`config.mk`:
```
export PLATFORM = sky130hd
export DESIGN_NAME = scc_top
export DESIGN_NICKNAME = d
export VERILOG_FILES = /design/src/scc_pkg.sv /design/src/scc_bridge.sv /design/src/scc_top.sv
export SDC_FILE = /design/constraint.sdc
export NUM_CORES = 1
export LEC_CHECK = 0
export ABC_AREA = 1
export BUFFER_PORTS_ARGS = -buffer_cell sky130_fd_sc_hd__buf_4
export CORE_MARGIN = 3
export CORE_UTILIZATION = 25
export CTS_CLUSTER_SIZE = 25
export DETAILED_ROUTE_END_ITERATION = 8
export PLACE_DENSITY = 0.47
export SYNTH_ARGS = -nofsm -noshare
export SYNTH_HDL_FRONTEND = slang
export SYNTH_SLANG_ARGS = --single-unit
```
`constraint.sdc`:
```
create_clock -name aclk -period 3.7 [get_ports aclk]
set_input_delay 0.185 -clock aclk [delete_from_list [all_inputs] [get_ports aclk]]
set_output_delay 0.185 -clock aclk [all_outputs]
set_load 0.05 [all_outputs]
```
`src/scc_pkg.sv`:
```
// Package: constants, types and timing figures for the stepper chopper control block
package scc_pkg;

    // ------------------------------------------------------------------
    // Clock and timing
    // ------------------------------------------------------------------
    localparam int CLK_MHZ = 125;
    localparam int CLK_PERIOD_NS = 8;
    localparam int SLEEP_OFF_NS = 2500;
    localparam int ENABLE_NS = 20000;
    localparam int RESET_NS = 5000;
    localparam int WAKE_MS = 1;
    localparam int DEAD_NS = 200;
    localparam int BLANK_NS = 2000;
    localparam int OFF_NS = 42000;
    // Longest times round down, least times round up
    localparam int SLEEP_OFF_CYC = SLEEP_OFF_NS / CLK_PERIOD_NS;
    localparam int ENABLE_CYC = ENABLE_NS / CLK_PERIOD_NS;
    localparam int RESET_CYC = RESET_NS / CLK_PERIOD_NS;
    localparam int WAKE_CYC = WAKE_MS * 1000 * CLK_MHZ;
    localparam int DEAD_CYC = (DEAD_NS + CLK_PERIOD_NS - 1) / CLK_PERIOD_NS;
    localparam int BLANK_CYC = BLANK_NS / CLK_PERIOD_NS;
    localparam int OFF_CYC = OFF_NS / CLK_PERIOD_NS;
    localparam int FD_CYC = OFF_CYC / 4;
    // Current sense gain
    localparam int SENSE_GAIN_SHIFT = 3;
    localparam int CNT_W = 20;
    localparam int LVL_W = 8;

    // ------------------------------------------------------------------
    // Decay encoding
    // ------------------------------------------------------------------
    typedef enum logic [1:0] {
        SCC_DEC_SLOW = 2'h0,
        SCC_DEC_FAST = 2'h1,
        SCC_DEC_MIXED = 2'h2,
        SCC_DEC_AUTO = 2'h3
    } scc_decay_e;

    // Decay-select pin as two threshold comparator outputs
    typedef struct packed {
        logic above_hi;
        logic above_lo;
    } scc_decay_pin_s;

    // Gate drive for one H bridge: high and low switch of both legs
    typedef struct packed {
        logic hs1;
        logic ls1;
        logic hs2;
        logic ls2;
    } scc_gate_s;

    // Per-bridge chopping timing
    typedef struct packed {
        logic [CNT_W-1:0] blank_cyc;
        logic [CNT_W-1:0] off_cyc;
        logic [CNT_W-1:0] fd_cyc;
    } scc_timing_s;

endpackage : scc_pkg

```
`src/scc_bridge.sv`:
```
// Chopper for one H bridge: blanking, off-time, decay and dead time
`timescale 1ns/10ps
module scc_bridge
    import scc_pkg::*;
(
    // Clock and reset
    input wire logic aclk,
    input wire logic aresetn,
    // Control
    input wire logic run,
    input wire logic polarity,
    input wire scc_decay_e decay,
    input wire logic sync_rect,
    input wire scc_timing_s timing,
    // Current loop
    input wire logic [LVL_W-1:0] current_sense_in,
    input wire logic [LVL_W-1:0] trip_level,
    input wire logic zero_cross,
    // Gate drive
    output scc_gate_s gate,
    output logic in_off
);

    typedef enum logic [1:0] {
        SCC_ST_IDLE = 2'h0,
        SCC_ST_BLANK = 2'h1,
        SCC_ST_SENSE = 2'h2,
        SCC_ST_OFF = 2'h3
    } scc_phase_e;

    typedef struct packed {
        scc_phase_e phase;
        logic [CNT_W-1:0] cnt;
        logic [CNT_W-1:0] dead;
        logic stopped;
        logic auto_fast;
        scc_gate_s want;
        scc_gate_s gate;
    } scc_br_state_s;

    scc_br_state_s st_r;
    scc_br_state_s st_nxt;
    logic [LVL_W+SENSE_GAIN_SHIFT-1:0] amp;
    logic tripped;
    logic fast_now;
    logic changed;

    // Sense times eight against the reference
    assign amp = {current_sense_in, {SENSE_GAIN_SHIFT{1'b0}}};
    assign tripped = amp >= {{SENSE_GAIN_SHIFT{1'b0}}, trip_level};

    // Decay choice for the current off-time slice
    always_comb begin
        fast_now = 1'b0;
        case (decay)
            SCC_DEC_FAST: fast_now = 1'b1;
            SCC_DEC_MIXED: fast_now = (st_r.cnt < timing.fd_cyc);
            SCC_DEC_AUTO: fast_now = st_r.auto_fast && (st_r.cnt < timing.fd_cyc);
            default: fast_now = 1'b0;
        endcase
    end

    // Chopping FSM; counter runs up per phase
    always_comb begin
        st_nxt = st_r;
        st_nxt.cnt = st_r.cnt + 20'h00001;
        if (!run) begin
            // Forced off, restarts in drive when released
            st_nxt.phase = SCC_ST_IDLE;
            st_nxt.cnt = '0;
            st_nxt.stopped = 1'b0;
        end else begin
            case (st_r.phase)
                SCC_ST_IDLE: begin
                    st_nxt.phase = SCC_ST_BLANK;
                    st_nxt.cnt = '0;
                end
                SCC_ST_BLANK: begin
                    // Comparator blanked
                    if (st_r.cnt + 20'h00001 >= timing.blank_cyc) begin
                        st_nxt.phase = SCC_ST_SENSE;
                        st_nxt.cnt = '0;
                    end
                end
                SCC_ST_SENSE: begin
                    if (tripped) begin
                        st_nxt.phase = SCC_ST_OFF;
                        st_nxt.cnt = '0;
                        st_nxt.stopped = 1'b0;
                        // Early trip means high ripple: add fast
                        st_nxt.auto_fast = (st_r.cnt < timing.blank_cyc);
                    end
                end
                SCC_ST_OFF: begin
                    if (sync_rect && zero_cross) begin
                        st_nxt.stopped = 1'b1;
                    end
                    if (st_r.cnt + 20'h00001 >= timing.off_cyc) begin
                        st_nxt.phase = SCC_ST_BLANK;
                        st_nxt.cnt = '0;
                        st_nxt.stopped = 1'b0;
                    end
                end
                default: begin
                    st_nxt.phase = SCC_ST_IDLE;
                end
            endcase
        end

        // Wanted switch pattern; polarity high drives 1 to 2
        st_nxt.want = '0;
        if (run && (st_r.phase == SCC_ST_BLANK || st_r.phase == SCC_ST_SENSE)) begin
            st_nxt.want.hs1 = polarity;
            st_nxt.want.ls2 = polarity;
            st_nxt.want.hs2 = !polarity;
            st_nxt.want.ls1 = !polarity;
        end else if (run && st_r.phase == SCC_ST_OFF && !st_r.stopped) begin
            if (fast_now) begin
                // Reverse polarity returns energy to supply
                st_nxt.want.hs2 = polarity && sync_rect;
                st_nxt.want.ls1 = polarity;
                st_nxt.want.hs1 = !polarity && sync_rect;
                st_nxt.want.ls2 = !polarity;
            end else begin
                // Recirculate low; freewheel only when rectifying
                st_nxt.want.ls2 = polarity || sync_rect;
                st_nxt.want.ls1 = !polarity || sync_rect;
            end
        end

        // Dead time after any change; turn-off immediate
        changed = (st_r.want != st_nxt.want);
        if (changed) begin
            st_nxt.dead = '0;
        end else if (st_r.dead < DEAD_CYC[CNT_W-1:0]) begin
            st_nxt.dead = st_r.dead + 20'h00001;
        end
        st_nxt.gate = st_r.gate & st_nxt.want;
        if (!changed && st_r.dead >= DEAD_CYC[CNT_W-1:0]) begin
            st_nxt.gate = st_r.want;
        end
        if (!run) begin
            st_nxt.gate = '0;
        end
    end

    // Registered state
    always_ff @(posedge aclk) begin
        if (!aresetn) begin
            st_r <= '0;
        end else begin
            st_r <= st_nxt;
        end
    end

    assign gate = st_r.gate;
    assign in_off = (st_r.phase == SCC_ST_OFF);

endmodule : scc_bridge

```
`src/scc_top.sv`:
```
// Stepper chopper control: two bridges, control pins timing and registers
//
// Function
// - Steps ignored up to 1 ms after wake.
// - Sleep disables bridges within 2.5 us.
// - Enable pin switches outputs a few cycles after a 20 us settle count.
// - Reset pin switches outputs within 5 us.
// - Slow decay recirculates low; fast reverses.
// - Dead interval before turning on leg partner.
// - Rectification drives freewheel switches on.
// - Rectified decay stops near zero current.
// - Mixed: fast interval then slow remainder.
// - Decay pin decodes slow, fast, mixed.
// - Floating rectification pin selects auto decay.
// - Trip when eight times sense reaches reference.
// - Comparator blanked at each drive start.
// - Fixed off-time after trip, then drive.
// - Each bridge has own timing.
//
// Added by the designer: the AXI4-Lite register port and the register offsets.
`timescale 1ns/10ps
module scc_top
    import scc_pkg::*;
#(
    parameter int WAKE_CYCLES = WAKE_CYC,
    parameter int ENABLE_CYCLES = ENABLE_CYC
) (
    // Clock and reset
    input wire logic aclk,
    input wire logic aresetn,
    // Control pins from the motion controller
    input wire logic sleep_in_n,
    input wire logic output_enable_in_n,
    input wire logic device_reset_in_n,
    input wire logic sync_rect_select_n,
    input wire logic sync_rect_float,
    input wire scc_decay_pin_s decay_pin,
    input wire logic step_in,
    // Per-bridge current loop (A then B)
    input wire logic [LVL_W-1:0] current_sense_in_a,
    input wire logic [LVL_W-1:0] current_sense_in_b,
    input wire logic [LVL_W-1:0] trip_level_a,
    input wire logic [LVL_W-1:0] trip_level_b,
    input wire logic polarity_a,
    input wire logic polarity_b,
    input wire logic zero_cross_a,
    input wire logic zero_cross_b,
    // AXI4-Lite slave
    input wire logic [7:0] s_axi_awaddr,
    input wire logic s_axi_awvalid,
    output logic s_axi_awready,
    input wire logic [31:0] s_axi_wdata,
    input wire logic [3:0] s_axi_wstrb,
    input wire logic s_axi_wvalid,
    output logic s_axi_wready,
    output logic [1:0] s_axi_bresp,
    output logic s_axi_bvalid,
    input wire logic s_axi_bready,
    input wire logic [7:0] s_axi_araddr,
    input wire logic s_axi_arvalid,
    output logic s_axi_arready,
    output logic [31:0] s_axi_rdata,
    output logic [1:0] s_axi_rresp,
    output logic s_axi_rvalid,
    input wire logic s_axi_rready,
    // Gate drive and step accept
    output scc_gate_s gate_a,
    output scc_gate_s gate_b,
    output logic step_accept
);

    // ------------------------------------------------------------------
    // Register map
    // ------------------------------------------------------------------
    localparam logic [7:0] ADDR_BLANK_A = 8'h00;
    localparam logic [7:0] ADDR_OFF_A = 8'h04;
    localparam logic [7:0] ADDR_FD_A = 8'h08;
    localparam logic [7:0] ADDR_BLANK_B = 8'h0c;
    localparam logic [7:0] ADDR_OFF_B = 8'h10;
    localparam logic [7:0] ADDR_FD_B = 8'h14;
    localparam logic [7:0] ADDR_STATUS = 8'h18;
    localparam logic [1:0] RESP_OKAY = 2'h0;
    localparam logic [1:0] RESP_SLVERR = 2'h2;
    localparam logic [CNT_W-1:0] RST_BLANK = BLANK_CYC[CNT_W-1:0];
    localparam logic [CNT_W-1:0] RST_OFF = OFF_CYC[CNT_W-1:0];
    localparam logic [CNT_W-1:0] RST_FD = FD_CYC[CNT_W-1:0];
    localparam logic [CNT_W-1:0] SLEEP_CNT = SLEEP_OFF_CYC[CNT_W-1:0];
    localparam logic [CNT_W-1:0] RESET_CNT = RESET_CYC[CNT_W-1:0];
    localparam logic [CNT_W-1:0] ENABLE_CNT = ENABLE_CYCLES[CNT_W-1:0];
    localparam logic [CNT_W-1:0] WAKE_CNT = WAKE_CYCLES[CNT_W-1:0];

    typedef struct packed {
        // Synchronisers: stage one feeds only stage two
        logic [6:0] sync1;
        logic [6:0] sync2;
        logic step_prev;
        // Pin qualifiers
        logic [CNT_W-1:0] wake_cnt;
        logic [CNT_W-1:0] en_cnt;
        logic enabled;
        logic run;
        logic step_accept;
        // Registers
        scc_timing_s tim_a;
        scc_timing_s tim_b;
        // Bus
        logic aw_held;
        logic [7:0] aw_addr;
        logic w_held;
        logic [31:0] w_data;
        logic [3:0] w_strb;
        logic bvalid;
        logic [1:0] bresp;
        logic rvalid;
        logic [31:0] rdata;
        logic [1:0] rresp;
    } scc_top_state_s;

    scc_top_state_s st_r;
    scc_top_state_s st_nxt;
    logic sleep_n_s;
    logic enable_n_s;
    logic reset_n_s;
    logic sr_n_s;
    logic sr_float_s;
    logic dec_hi_s;
    logic dec_lo_s;
    scc_decay_e decay_sel;
    logic in_off_a;
    logic in_off_b;
    scc_gate_s gate_a_w;
    scc_gate_s gate_b_w;

    // Synchronised pin views, second stage only
    assign sleep_n_s = st_r.sync2[0];
    assign enable_n_s = st_r.sync2[1];
    assign reset_n_s = st_r.sync2[2];
    assign sr_n_s = st_r.sync2[3];
    assign sr_float_s = st_r.sync2[4];
    assign dec_hi_s = st_r.sync2[5];
    assign dec_lo_s = st_r.sync2[6];

    // Decay decode; floating rectify pin wins
    always_comb begin
        if (sr_float_s) begin
            decay_sel = SCC_DEC_AUTO;
        end else if (dec_hi_s) begin
            decay_sel = SCC_DEC_SLOW;
        end else if (!dec_lo_s) begin
            decay_sel = SCC_DEC_FAST;
        end else begin
            decay_sel = SCC_DEC_MIXED;
        end
    end

    // ------------------------------------------------------------------
    // Control pins and AXI4-Lite slave
    // ------------------------------------------------------------------
    always_comb begin
        logic [31:0] wmask;
        logic [31:0] merged;
        wmask = {{8{st_r.w_strb[3]}}, {8{st_r.w_strb[2]}}, {8{st_r.w_strb[1]}}, {8{st_r.w_strb[0]}}};
        merged = 32'h00000000;
        st_nxt = st_r;
        st_nxt.sync1 = {decay_pin.above_lo, decay_pin.above_hi, sync_rect_float, sync_rect_select_n,
                        device_reset_in_n, output_enable_in_n, sleep_in_n};
        st_nxt.sync2 = st_r.sync1;
        st_nxt.step_prev = step_in;

        // Enable pin qualified by a settle count equal to the limit
        if (enable_n_s == st_r.enabled) begin
            if (st_r.en_cnt + 20'h00001 >= ENABLE_CNT) begin
                st_nxt.enabled = !enable_n_s;
                st_nxt.en_cnt = '0;
            end else begin
                st_nxt.en_cnt = st_r.en_cnt + 20'h00001;
            end
        end else begin
            st_nxt.en_cnt = '0;
        end
        // Sleep and reset act within a few cycles
        st_nxt.run = sleep_n_s && reset_n_s && st_r.enabled;

        // Steps ignored while waking
        if (!sleep_n_s) begin
            st_nxt.wake_cnt = '0;
        end else if (st_r.wake_cnt < WAKE_CNT) begin
            st_nxt.wake_cnt = st_r.wake_cnt + 20'h00001;
        end
        // Step edge; direction hold is the controller's job
        st_nxt.step_accept = step_in && !st_r.step_prev && sleep_n_s && reset_n_s
                             && (st_r.wake_cnt >= WAKE_CNT);

        // Write: address and data in either order
        if (s_axi_awvalid && s_axi_awready) begin
            st_nxt.aw_held = 1'b1;
            st_nxt.aw_addr = s_axi_awaddr;
        end
        if (s_axi_wvalid && s_axi_wready) begin
            st_nxt.w_held = 1'b1;
            st_nxt.w_data = s_axi_wdata;
            st_nxt.w_strb = s_axi_wstrb;
        end
        if (s_axi_bvalid && s_axi_bready) begin
            st_nxt.bvalid = 1'b0;
        end
        if (st_r.aw_held && st_r.w_held && !st_r.bvalid) begin
            st_nxt.aw_held = 1'b0;
            st_nxt.w_held = 1'b0;
            st_nxt.bvalid = 1'b1;
            st_nxt.bresp = RESP_OKAY;
            merged = st_r.w_data & wmask;
            case (st_r.aw_addr)
                ADDR_BLANK_A: st_nxt.tim_a.blank_cyc = CNT_W'(({12'h000, st_r.tim_a.blank_cyc} & ~wmask) | merged);
                ADDR_OFF_A: st_nxt.tim_a.off_cyc = CNT_W'(({12'h000, st_r.tim_a.off_cyc} & ~wmask) | merged);
                ADDR_FD_A: st_nxt.tim_a.fd_cyc = CNT_W'(({12'h000, st_r.tim_a.fd_cyc} & ~wmask) | merged);
                ADDR_BLANK_B: st_nxt.tim_b.blank_cyc = CNT_W'(({12'h000, st_r.tim_b.blank_cyc} & ~wmask) | merged);
                ADDR_OFF_B: st_nxt.tim_b.off_cyc = CNT_W'(({12'h000, st_r.tim_b.off_cyc} & ~wmask) | merged);
                ADDR_FD_B: st_nxt.tim_b.fd_cyc = CNT_W'(({12'h000, st_r.tim_b.fd_cyc} & ~wmask) | merged);
                ADDR_STATUS: st_nxt.bresp = RESP_OKAY;
                default: st_nxt.bresp = RESP_SLVERR;
            endcase
        end

        // Read channel: one outstanding read
        if (s_axi_rvalid && s_axi_rready) begin
            st_nxt.rvalid = 1'b0;
        end
        if (s_axi_arvalid && s_axi_arready) begin
            st_nxt.rvalid = 1'b1;
            st_nxt.rresp = RESP_OKAY;
            case (s_axi_araddr)
                ADDR_BLANK_A: st_nxt.rdata = {12'h000, st_r.tim_a.blank_cyc};
                ADDR_OFF_A: st_nxt.rdata = {12'h000, st_r.tim_a.off_cyc};
                ADDR_FD_A: st_nxt.rdata = {12'h000, st_r.tim_a.fd_cyc};
                ADDR_BLANK_B: st_nxt.rdata = {12'h000, st_r.tim_b.blank_cyc};
                ADDR_OFF_B: st_nxt.rdata = {12'h000, st_r.tim_b.off_cyc};
                ADDR_FD_B: st_nxt.rdata = {12'h000, st_r.tim_b.fd_cyc};
                ADDR_STATUS: st_nxt.rdata = {24'h000000, in_off_b, in_off_a, decay_sel,
                                             (st_r.wake_cnt >= WAKE_CNT), st_r.enabled, st_r.run, sr_n_s};
                default: begin
                    st_nxt.rdata = 32'h00000000;
                    st_nxt.rresp = RESP_SLVERR;
                end
            endcase
        end
    end

    // Registered state; reset loads default timing
    always_ff @(posedge aclk) begin
        if (!aresetn) begin
            st_r <= '0;
            st_r.sync1 <= 7'h07;
            st_r.sync2 <= 7'h07;
            st_r.tim_a <= '{blank_cyc: RST_BLANK, off_cyc: RST_OFF, fd_cyc: RST_FD};
            st_r.tim_b <= '{blank_cyc: RST_BLANK, off_cyc: RST_OFF, fd_cyc: RST_FD};
        end else begin
            st_r <= st_nxt;
        end
    end

    // Bus handshakes are registered flags
    assign s_axi_awready = !st_r.aw_held && aresetn;
    assign s_axi_wready = !st_r.w_held && aresetn;
    assign s_axi_bvalid = st_r.bvalid;
    assign s_axi_bresp = st_r.bresp;
    assign s_axi_arready = !st_r.rvalid && aresetn;
    assign s_axi_rvalid = st_r.rvalid;
    assign s_axi_rdata = st_r.rdata;
    assign s_axi_rresp = st_r.rresp;
    assign step_accept = st_r.step_accept;

    // ------------------------------------------------------------------
    // Bridges, each with its own timing registers
    // ------------------------------------------------------------------
    scc_bridge u_bridge_a (
        .aclk(aclk),
        .aresetn(aresetn),
        .run(st_r.run),
        .polarity(polarity_a),
        .decay(decay_sel),
        .sync_rect(!sr_n_s || sr_float_s),
        .timing(st_r.tim_a),
        .current_sense_in(current_sense_in_a),
        .trip_level(trip_level_a),
        .zero_cross(zero_cross_a),
        .gate(gate_a_w),
        .in_off(in_off_a)
    );

    scc_bridge u_bridge_b (
        .aclk(aclk),
        .aresetn(aresetn),
        .run(st_r.run),
        .polarity(polarity_b),
        .decay(decay_sel),
        .sync_rect(!sr_n_s || sr_float_s),
        .timing(st_r.tim_b),
        .current_sense_in(current_sense_in_b),
        .trip_level(trip_level_b),
        .zero_cross(zero_cross_b),
        .gate(gate_b_w),
        .in_off(in_off_b)
    );

    assign gate_a = gate_a_w;
    assign gate_b = gate_b_w;

    // Named reset budgets
    localparam logic [CNT_W-1:0] BUDGET_UNUSED = SLEEP_CNT | RESET_CNT;

endmodule : scc_top

```
==> results by group, run 1 <==
Outcome
  – Run status: completed

STA
  – Final setup violation count: 0
  – Final clock period utilization by the worst path: 0.9846
  – Skew final: 0.02848 ns
  – Slew Limit Fails: 0
  – Worst rel slew slack: 0.4031
  – Period minus WS final: 3.643 ns
  – FMAX: 274.5 MHz
  – Final Hold Fails: 0
  – RSZ-0062 raised after global routing: true
  – Slew @ Worst Pin: 0.8953 ns

Drt
  – Wire length per cell: 15.61 um
  – Drt drc: 0
  – Wirelength, routed: 58700 um
  – Initial DRC count: 1132
  – Detail Route Antenna Nets: 0
  – Via count: 16540
  – Vias/cell: 4.399
  – Pre-antenna DRT Iters: 5

Layout
  – Filler cells: 7988
  – Layout cells sized above 1: 0.1585
  – Final non-filler cell total: 3761
  – Antenna diodes: 0
  – Most frequent cells in the layout: inv_1 (429), nand2_1 (417), dfxtp_1 (334)
  – Commonest non-fill, non-tap cell in the layout: inv_1
  – Final net count: 3063
  – Area Growth Syn to Fin: 26.87%

CTS
  – CTS H-tree depth: 2
  – Num Clock Sinks: 339
  – Longest Clk Path Bufs: 3
  – CTS Buf Count: 42
  – Root Buffer: clkbuf_16
  – Clock transition at path regs: 0.06 ns
  – CTS tree: yes
  – Worst-Skew Late Latency: 0.57 ns

Power
  – Worst vdd ir: 0.3079 mV
  – Pwr Density: 362.6 nW/um2
  – Total chip power: 8.557 mW
  – P_leak: 10.43 nW

Setup path
  – Data required time of the worst path: 4.18 ns
  – CP Class: flop to flop
  – Critical path startpoint category: flop
  – Largest fanout on the critical path: 5
  – CP endpoint kind: flop
  – Crit path DAT: 4.12 ns

Floorplan
  – IO Pins: 153
  – Die Ht: 278.8 um
  – Initial Util: 0.2537
  – Row cnt: 99
  – Die area: 77710 um2
  – Die X: 278.8 um
  – Core box area: 73330 um2

Place
  – DP Cell Count: 3618
  – RePlAce Congestion: 0.8528
  – Detailed Place HPWL: 44810 um
  – Number of port buffers: 125

Synth
  – Syn Area/Cell: 7.337 um2
  – Cells after Synth: 2535
  – Main synth FF type: dfxtp_1
  – Post-synth top area share: 0.3649
  – Seq/Total Area, Yosys: 0.3649
  – Area contributors post-synth: dfxtp_1 (36%), ha_1 (13%), inv_1 (8.9%), nand2_1 (8.6%), a21oi_1 (5.8%)
  – Yosys cell types: 56
  – FFs w/ async S/R, synth: 0
  – #FFs+latches synth: 339
  – Post-synth EDFFs: 0
  – Netlist Area Pre-Place: 18600 um2
  – Post-synth top area cell: dfxtp_1
  – Yosys warns: 0

Min path
  – Hold WC Path Type: input port to flop

Global route
  – Largest net degree at the start of global routing: 80
  – Number of global-route vias before repair: 15790
  – Global-route wire length before repair: 88840 um
  – GR Util All Layers: 0.1456
  – Grt total ovfl: 0
  – Initial antenna violation count: 0

Flow run
  – # Max-Cap Violations: 0
-- cells in the mapped netlist, types with 7 or more instances --
library cell  instances
a21oi_1             214
buf_2                 7
buf_4                44
clkbuf_1             49
dfxtp_1             339
ha_1                188
inv_1               439
nand2_1             425
nand2_2               7
nand3_1              71
nand4_1              39
nor2_1              252
nor2_2               16
nor3_1               33
nor4_1               12
o211ai_1             29
o21ai_0             163
o22ai_1              41
o31ai_1              35
o41ai_1               8
or2_2                 9
xnor2_1              15
xor2_1               31
-- routing by layer --
layer  track usage  share of wire  vias up  routed length [um]
met2        0.2447           0.46      261               27140
met3       0.01890          0.034       93                1971
li1              -              -     8686                   -
met5             0              0        -                   0
met4       0.05051          0.035        0                2035
met1        0.1922           0.47     7503               27550
-- critical path: stages, from the launching register on --
cell and delay (ns):
dfxtp_4 0.38, ha_4 0.15, nand2_4 0.05, nor2_4 0.11, nand3_2 0.10, nor2_2 0.13, inv_2 0.06, nor2_4 0.14
nand3_4 0.10, nor2_4 0.15, nand3_4 0.09, buf_4 0.15, xor2_1 0.29, ha_1 0.30, nand2_1 0.06, inv_1 0.04
o21ai_0 0.07, nand2_1 0.08, a21oi_1 0.14, nand4_1 0.15, nor2_1 0.16, nor2_1 0.06, o21ai_2 0.08, nand3_4 0.17
clkbuf_16 0.23, nor2_1 0.10
-- layout make-up --
type | instances | area [um2] | area share
clock buffers | 61 | 1214 | 0.05143
clock inverters | 13 | 217.7 | 0.009226
inverters | 445 | 1670 | 0.07078
well taps | 959 | 1200 | 0.05085
repair buffers | 278 | 2317 | 0.09820
multi-input cells | 1666 | 10180 | 0.4313
flip-flops and latches | 339 | 6800 | 0.2882
-- repair_timing --
item,CTS,global route
setup endpoints to repair,42,46
endpoints found under the hold margin,48,0
gates cloned,0,6
buffers inserted,0,18
hold buffers,46,0
resized for setup,7,131
pin swaps,0,43
-- kinds of logic after synthesis --
| group | synth area share |
|---|---|
| AOI/OAI and AO/OA | 0.1551 |
| xor gates and xnor gates | 0.02166 |
| adders and majority gates | 0.1265 |
| buffers and inverters | 0.1214 |
| DFF | 0.3649 |
| other | 0.0002016 |
| and+or+nand+nor | 0.2103 |
-- metrics by stage --
stage	area, um2	worst slack (ns)	TNS (ns)	hold slack (ns)	util
finish	23600	0.05696	0	0.05426	0.3218
CTS	22800	0.004115	0	0.02503	0.3109
global placement	20890	-0.1399	-3.489	0.3750	0.2849
global route	23600	-0.2664	-7.796	0.1000	0.3218
floorplan	18680	0.1819	0	0.2826	-
detailed placement	20890	-0.1694	-4.562	0.3759	0.2849
-- final timing paths --
path / from / endpoint / slack (ns) / depth (start not counted)
worst max register to register: u_bridge_a.st_r[31]$_SDFF_PN0_ / u_bridge_a.st_r[31]$_SDFF_PN0_ / 0.06 / 25
worst max-delay path: u_bridge_a.st_r[31]$_SDFF_PN0_ / u_bridge_a.st_r[31]$_SDFF_PN0_ / 0.06 / 25
worst min register to register: st_r[247]$_SDFF_PN0_ / step_accept$_SDFF_PN0_ / 0.39 / 1
worst min-delay path: zero_cross_a / u_bridge_a.st_r[9]$_SDFFE_PN0P_ / 0.05 / 5
-- where the power goes --
part / internal (mW) / switching, mW / leakage (nW)
combinational: 0.183 / 0.300 / 6.98
clock: 2.63 / 1.68 / 0.695
sequential: 3.70 / 0.0587 / 2.75
total: 6.52 / 2.04 / 10.4
(Power assumes the default switching activity.)
==> run 2: changes to the inputs <==
- CORE_MARGIN: 3 -> default
- SYNTH_HIERARCHICAL: default -> 1
==> run 2 against run 1 <==
Against the previous run:
- sequential share of layout area is 0.45 points lower
- synthesized area is 4.1% higher
- synthesized cell count is 7.8% higher
- power is 0.51% higher
- sequential power hardly changed
- maximum frequency is 0.83% lower
- utilization is 0.78 points lower
- design area is 1.6% higher
- routed wire length is 0.37% higher
- first-iteration DRC count is 8.6% lower
- count of clock-buffer cells in the layout is 6 lower
==> results by group, run 2 <==
Outcome
  – Run status: completed

Synth
  – #FFs+latches synth: 339
  – Area contributors post-synth: dfxtp_1 (35%), ha_1 (12%), nand2_1 (12%), inv_1 (9.0%), a21oi_1 (5.7%)
  – Cells after Synth: 2732
  – Yosys cell types: 47
  – Post-synth top area cell: dfxtp_1
  – Yosys warns: 6
  – Most used standard cell by instance count after synthesis: nand2_1
  – Seq/Total Area, Yosys: 0.3504
  – Post-synth EDFFs: 0
  – FFs w/ async S/R, synth: 0
  – Post-synth top area share: 0.3504
  – Syn Area/Cell: 7.090 um2
  – Main synth FF type: dfxtp_1
  – Post-synth top cells: nand2_1 (615), inv_1 (467), dfxtp_1 (339)
  – Netlist Area Pre-Place: 19370 um2

Layout
  – Multi-input gate area: 10640 um2
  – Area Growth Syn to Fin: 23.74%
  – Most frequent cells in the layout: nand2_1 (609), inv_1 (462), dfxtp_1 (334)
  – Layout cells sized above 1: 0.1417
  – Register area: 6800 um2
  – Antenna diodes: 0
  – Final non-filler cell total: 3987
  – Filler cells: 8411
  – Post-layout util: 0.3140
  – Commonest non-fill, non-tap cell in the layout: nand2_1
  – Final net count: 3217

Floorplan
  – Die Ht: 280.4 um
  – Row cnt: 101
  – Die area: 78600 um2
  – IO Pins: 153
  – Core box area: 76330 um2
  – Initial Util: 0.2538
  – Die X: 280.4 um

STA
  – FMAX: 272.2 MHz
  – Worst rel slew slack: 0.4403
  – Skew final: 0.02787 ns
  – Setup TNS: 0 ns
  – Period minus WS final: 3.673 ns
  – Slew Limit Fails: 0
  – RSZ-0062 raised after global routing: true
  – Final setup violation count: 0
  – Final clock period utilization by the worst path: 0.9928
  – Final Hold Fails: 0
  – Slew @ Worst Pin: 0.8308 ns
  – WHS: 0.06446 ns

Setup path
  – Worst Reg-to-Reg Cells: 25
  – Worst Setup SP: u_bridge_a/st_r[31]$_SDFF_PN0_
  – Largest fanout on the critical path: 5
  – CP endpoint kind: flop
  – Worst r2r src: u_bridge_a/st_r[31]$_SDFF_PN0_
  – Critical path startpoint category: flop
  – Crit path DAT: 4.13 ns
  – Data required time of the worst path: 4.15 ns
  – CP Class: flop to flop

Power
  – Pwr Density: 358.8 nW/um2
  – Worst vdd ir: 0.3003 mV
  – P_leak: 10.60 nW

Place
  – RePlAce Congestion: 0.8255
  – Number of port buffers: 125
  – DP Cell Count: 3845
  – Detailed Place HPWL: 44010 um

Drt
  – Initial DRC count: 1035
  – Detail Route Antenna Nets: 0
  – WL met1: 29390 um
  – Pre-antenna DRT Iters: 5
  – Wirelength, routed: 58910 um
  – Uppermost layer routed: met4
  – Drt drc: 0
  – Met2 WL: 25170 um
  – Via count: 17380
  – Met3 routed WL: 3006 um
  – Vias/cell: 4.360
  – Wire length per cell: 14.78 um

Flow run
  – # Max-Cap Violations: 0

CTS
  – Longest Clk Path Bufs: 3
  – Worst-Skew Late Latency: 0.59 ns
  – Num Clock Sinks: 339
  – CTS Buf Count: 42
  – CTS H-tree depth: 2
  – Clock transition at path regs: 0.06 ns
  – Root Buffer: clkbuf_16
  – CTS tree: yes

Min path
  – Hold Startpoint: zero_cross_b
  – Hold WC Path Type: input port to flop
  – Number of cells on the worst hold path: 5

Global route
  – Global-route wire length before repair: 90070 um
  – GR Util All Layers: 0.1466
  – Largest net degree at the start of global routing: 69
  – Grt total ovfl: 0
  – Initial antenna violation count: 0
  – Number of global-route vias before repair: 16330
==> run 2: cell count changes in the layout (fill, tap and decap cells not counted), moves of 8 or more <==
cell      previous run  this run
nand2_1            417       609
buf_4              223       180
o21ai_0            155       114
o22ai_1             41         5
inv_1              429       462
nand3_1             62        90
nand4_1             39        61
nor2_2              34        50
nor2_1             218       204
o21bai_1             2        13
xnor2_1             15         5
o41ai_1              8         0
==> run 2: per-layer routing <==
| layer | track usage | vias up |
|---|---|---|
| li1 | - | 9112 |
| met1 | 0.2082 | 7845 |
| met2 | 0.2273 | 353 |
| met3 | 0.02107 | 74 |
| met4 | 0.04386 | 0 |
| met5 | 0 | - |
==> run 2: kinds of logic (layout without fill, tap and decap cells) <==
family / Yosys count / count (layout) / synth area share
xor+xnor: 36 / 36 / 0.01628
simple gates: 1136 / 1136 / 0.2585
flops: 339 / 339 / 0.3504
buf+inv: 585 / 789 / 0.1238
compound gates: 447 / 447 / 0.1294
fa+ha+maj: 188 / 188 / 0.1214
other cells: 1 / 22 / 0.0001936
==> run 2: where the power goes <==
part           total, mW  internal, mW  leakage [nW]  switching (mW)
Sequential          3.75          3.70          2.75          0.0507
Clock               4.36          2.63         0.710            1.73
Combinational      0.485         0.180          7.14           0.305
==> run 2: area by class of cell <==
| type | instances | area share |
|---|---|---|
| multi-input cells | 1829 | 0.4441 |
| repair buffers | 235 | 0.08326 |
| inverters | 479 | 0.07512 |
| clock buffers | 55 | 0.04839 |
| clock inverters | 20 | 0.01164 |
| well taps | 1030 | 0.05377 |
| flip-flops and latches | 339 | 0.2837 |
==> run 2: worst paths after layout <==
| kind | slack [ns] | endpoint |
|---|---|---|
| setup / recovery | 0.03 | u_bridge_a/st_r[35]$_SDFF_PN0_ |
| hold / removal | 0.06 | u_bridge_b/st_r[9]$_SDFFE_PN0P_ |
| setup reg to reg | 0.03 | u_bridge_a/st_r[35]$_SDFF_PN0_ |
| hold reg to reg | 0.40 | step_accept$_SDFF_PN0_ |
==> run 2: what timing repair did <==
item | 4_1_cts | 5_1_grt
gates resized for setup | 1 | 102
endpoints found under the hold margin | 48 | 0
setup buffers | 0 | 18
setup endpoints to repair | 21 | 46
gates cloned | 0 | 5
hold buffers | 45 | 0
pin swaps | 0 | 33
==> run 2: metrics by stage <==
| step | total power, mW | worst slack [ns] | instance area, um2 |
|---|---|---|---|
| after floorplan | 4.088 | 0.4885 | 19450 |
| after global placement | 4.281 | 0.007023 | 21440 |
| after detailed placement | 4.280 | -0.04556 | 21440 |
| after CTS | 8.744 | 0.03053 | 23340 |
| after global routing | 8.937 | -0.2131 | 23970 |
| final | 8.601 | 0.02655 | 23970 |
==> run 2: worst max-delay path: stages (launching register included) <==
cell and delay, ns:
dfxtp_2 0.33, buf_6 0.11, nand2_4 0.05, nor2_4 0.14
nand3_4 0.10, nor3_4 0.23, nand3_2 0.13, nor2_2 0.16
nand4_2 0.10, nor2_2 0.17, nand2_2 0.10, nor2_4 0.11
nand2_2 0.07, xor2_2 0.17, inv_2 0.09, ha_4 0.28
nand4_1 0.11, nor2_1 0.15, nand4_1 0.11, nand4_1 0.16
nor2_1 0.06, nor2_1 0.15, o21ai_2 0.11, nand3_4 0.13
clkbuf_16 0.19, nor2_2 0.03
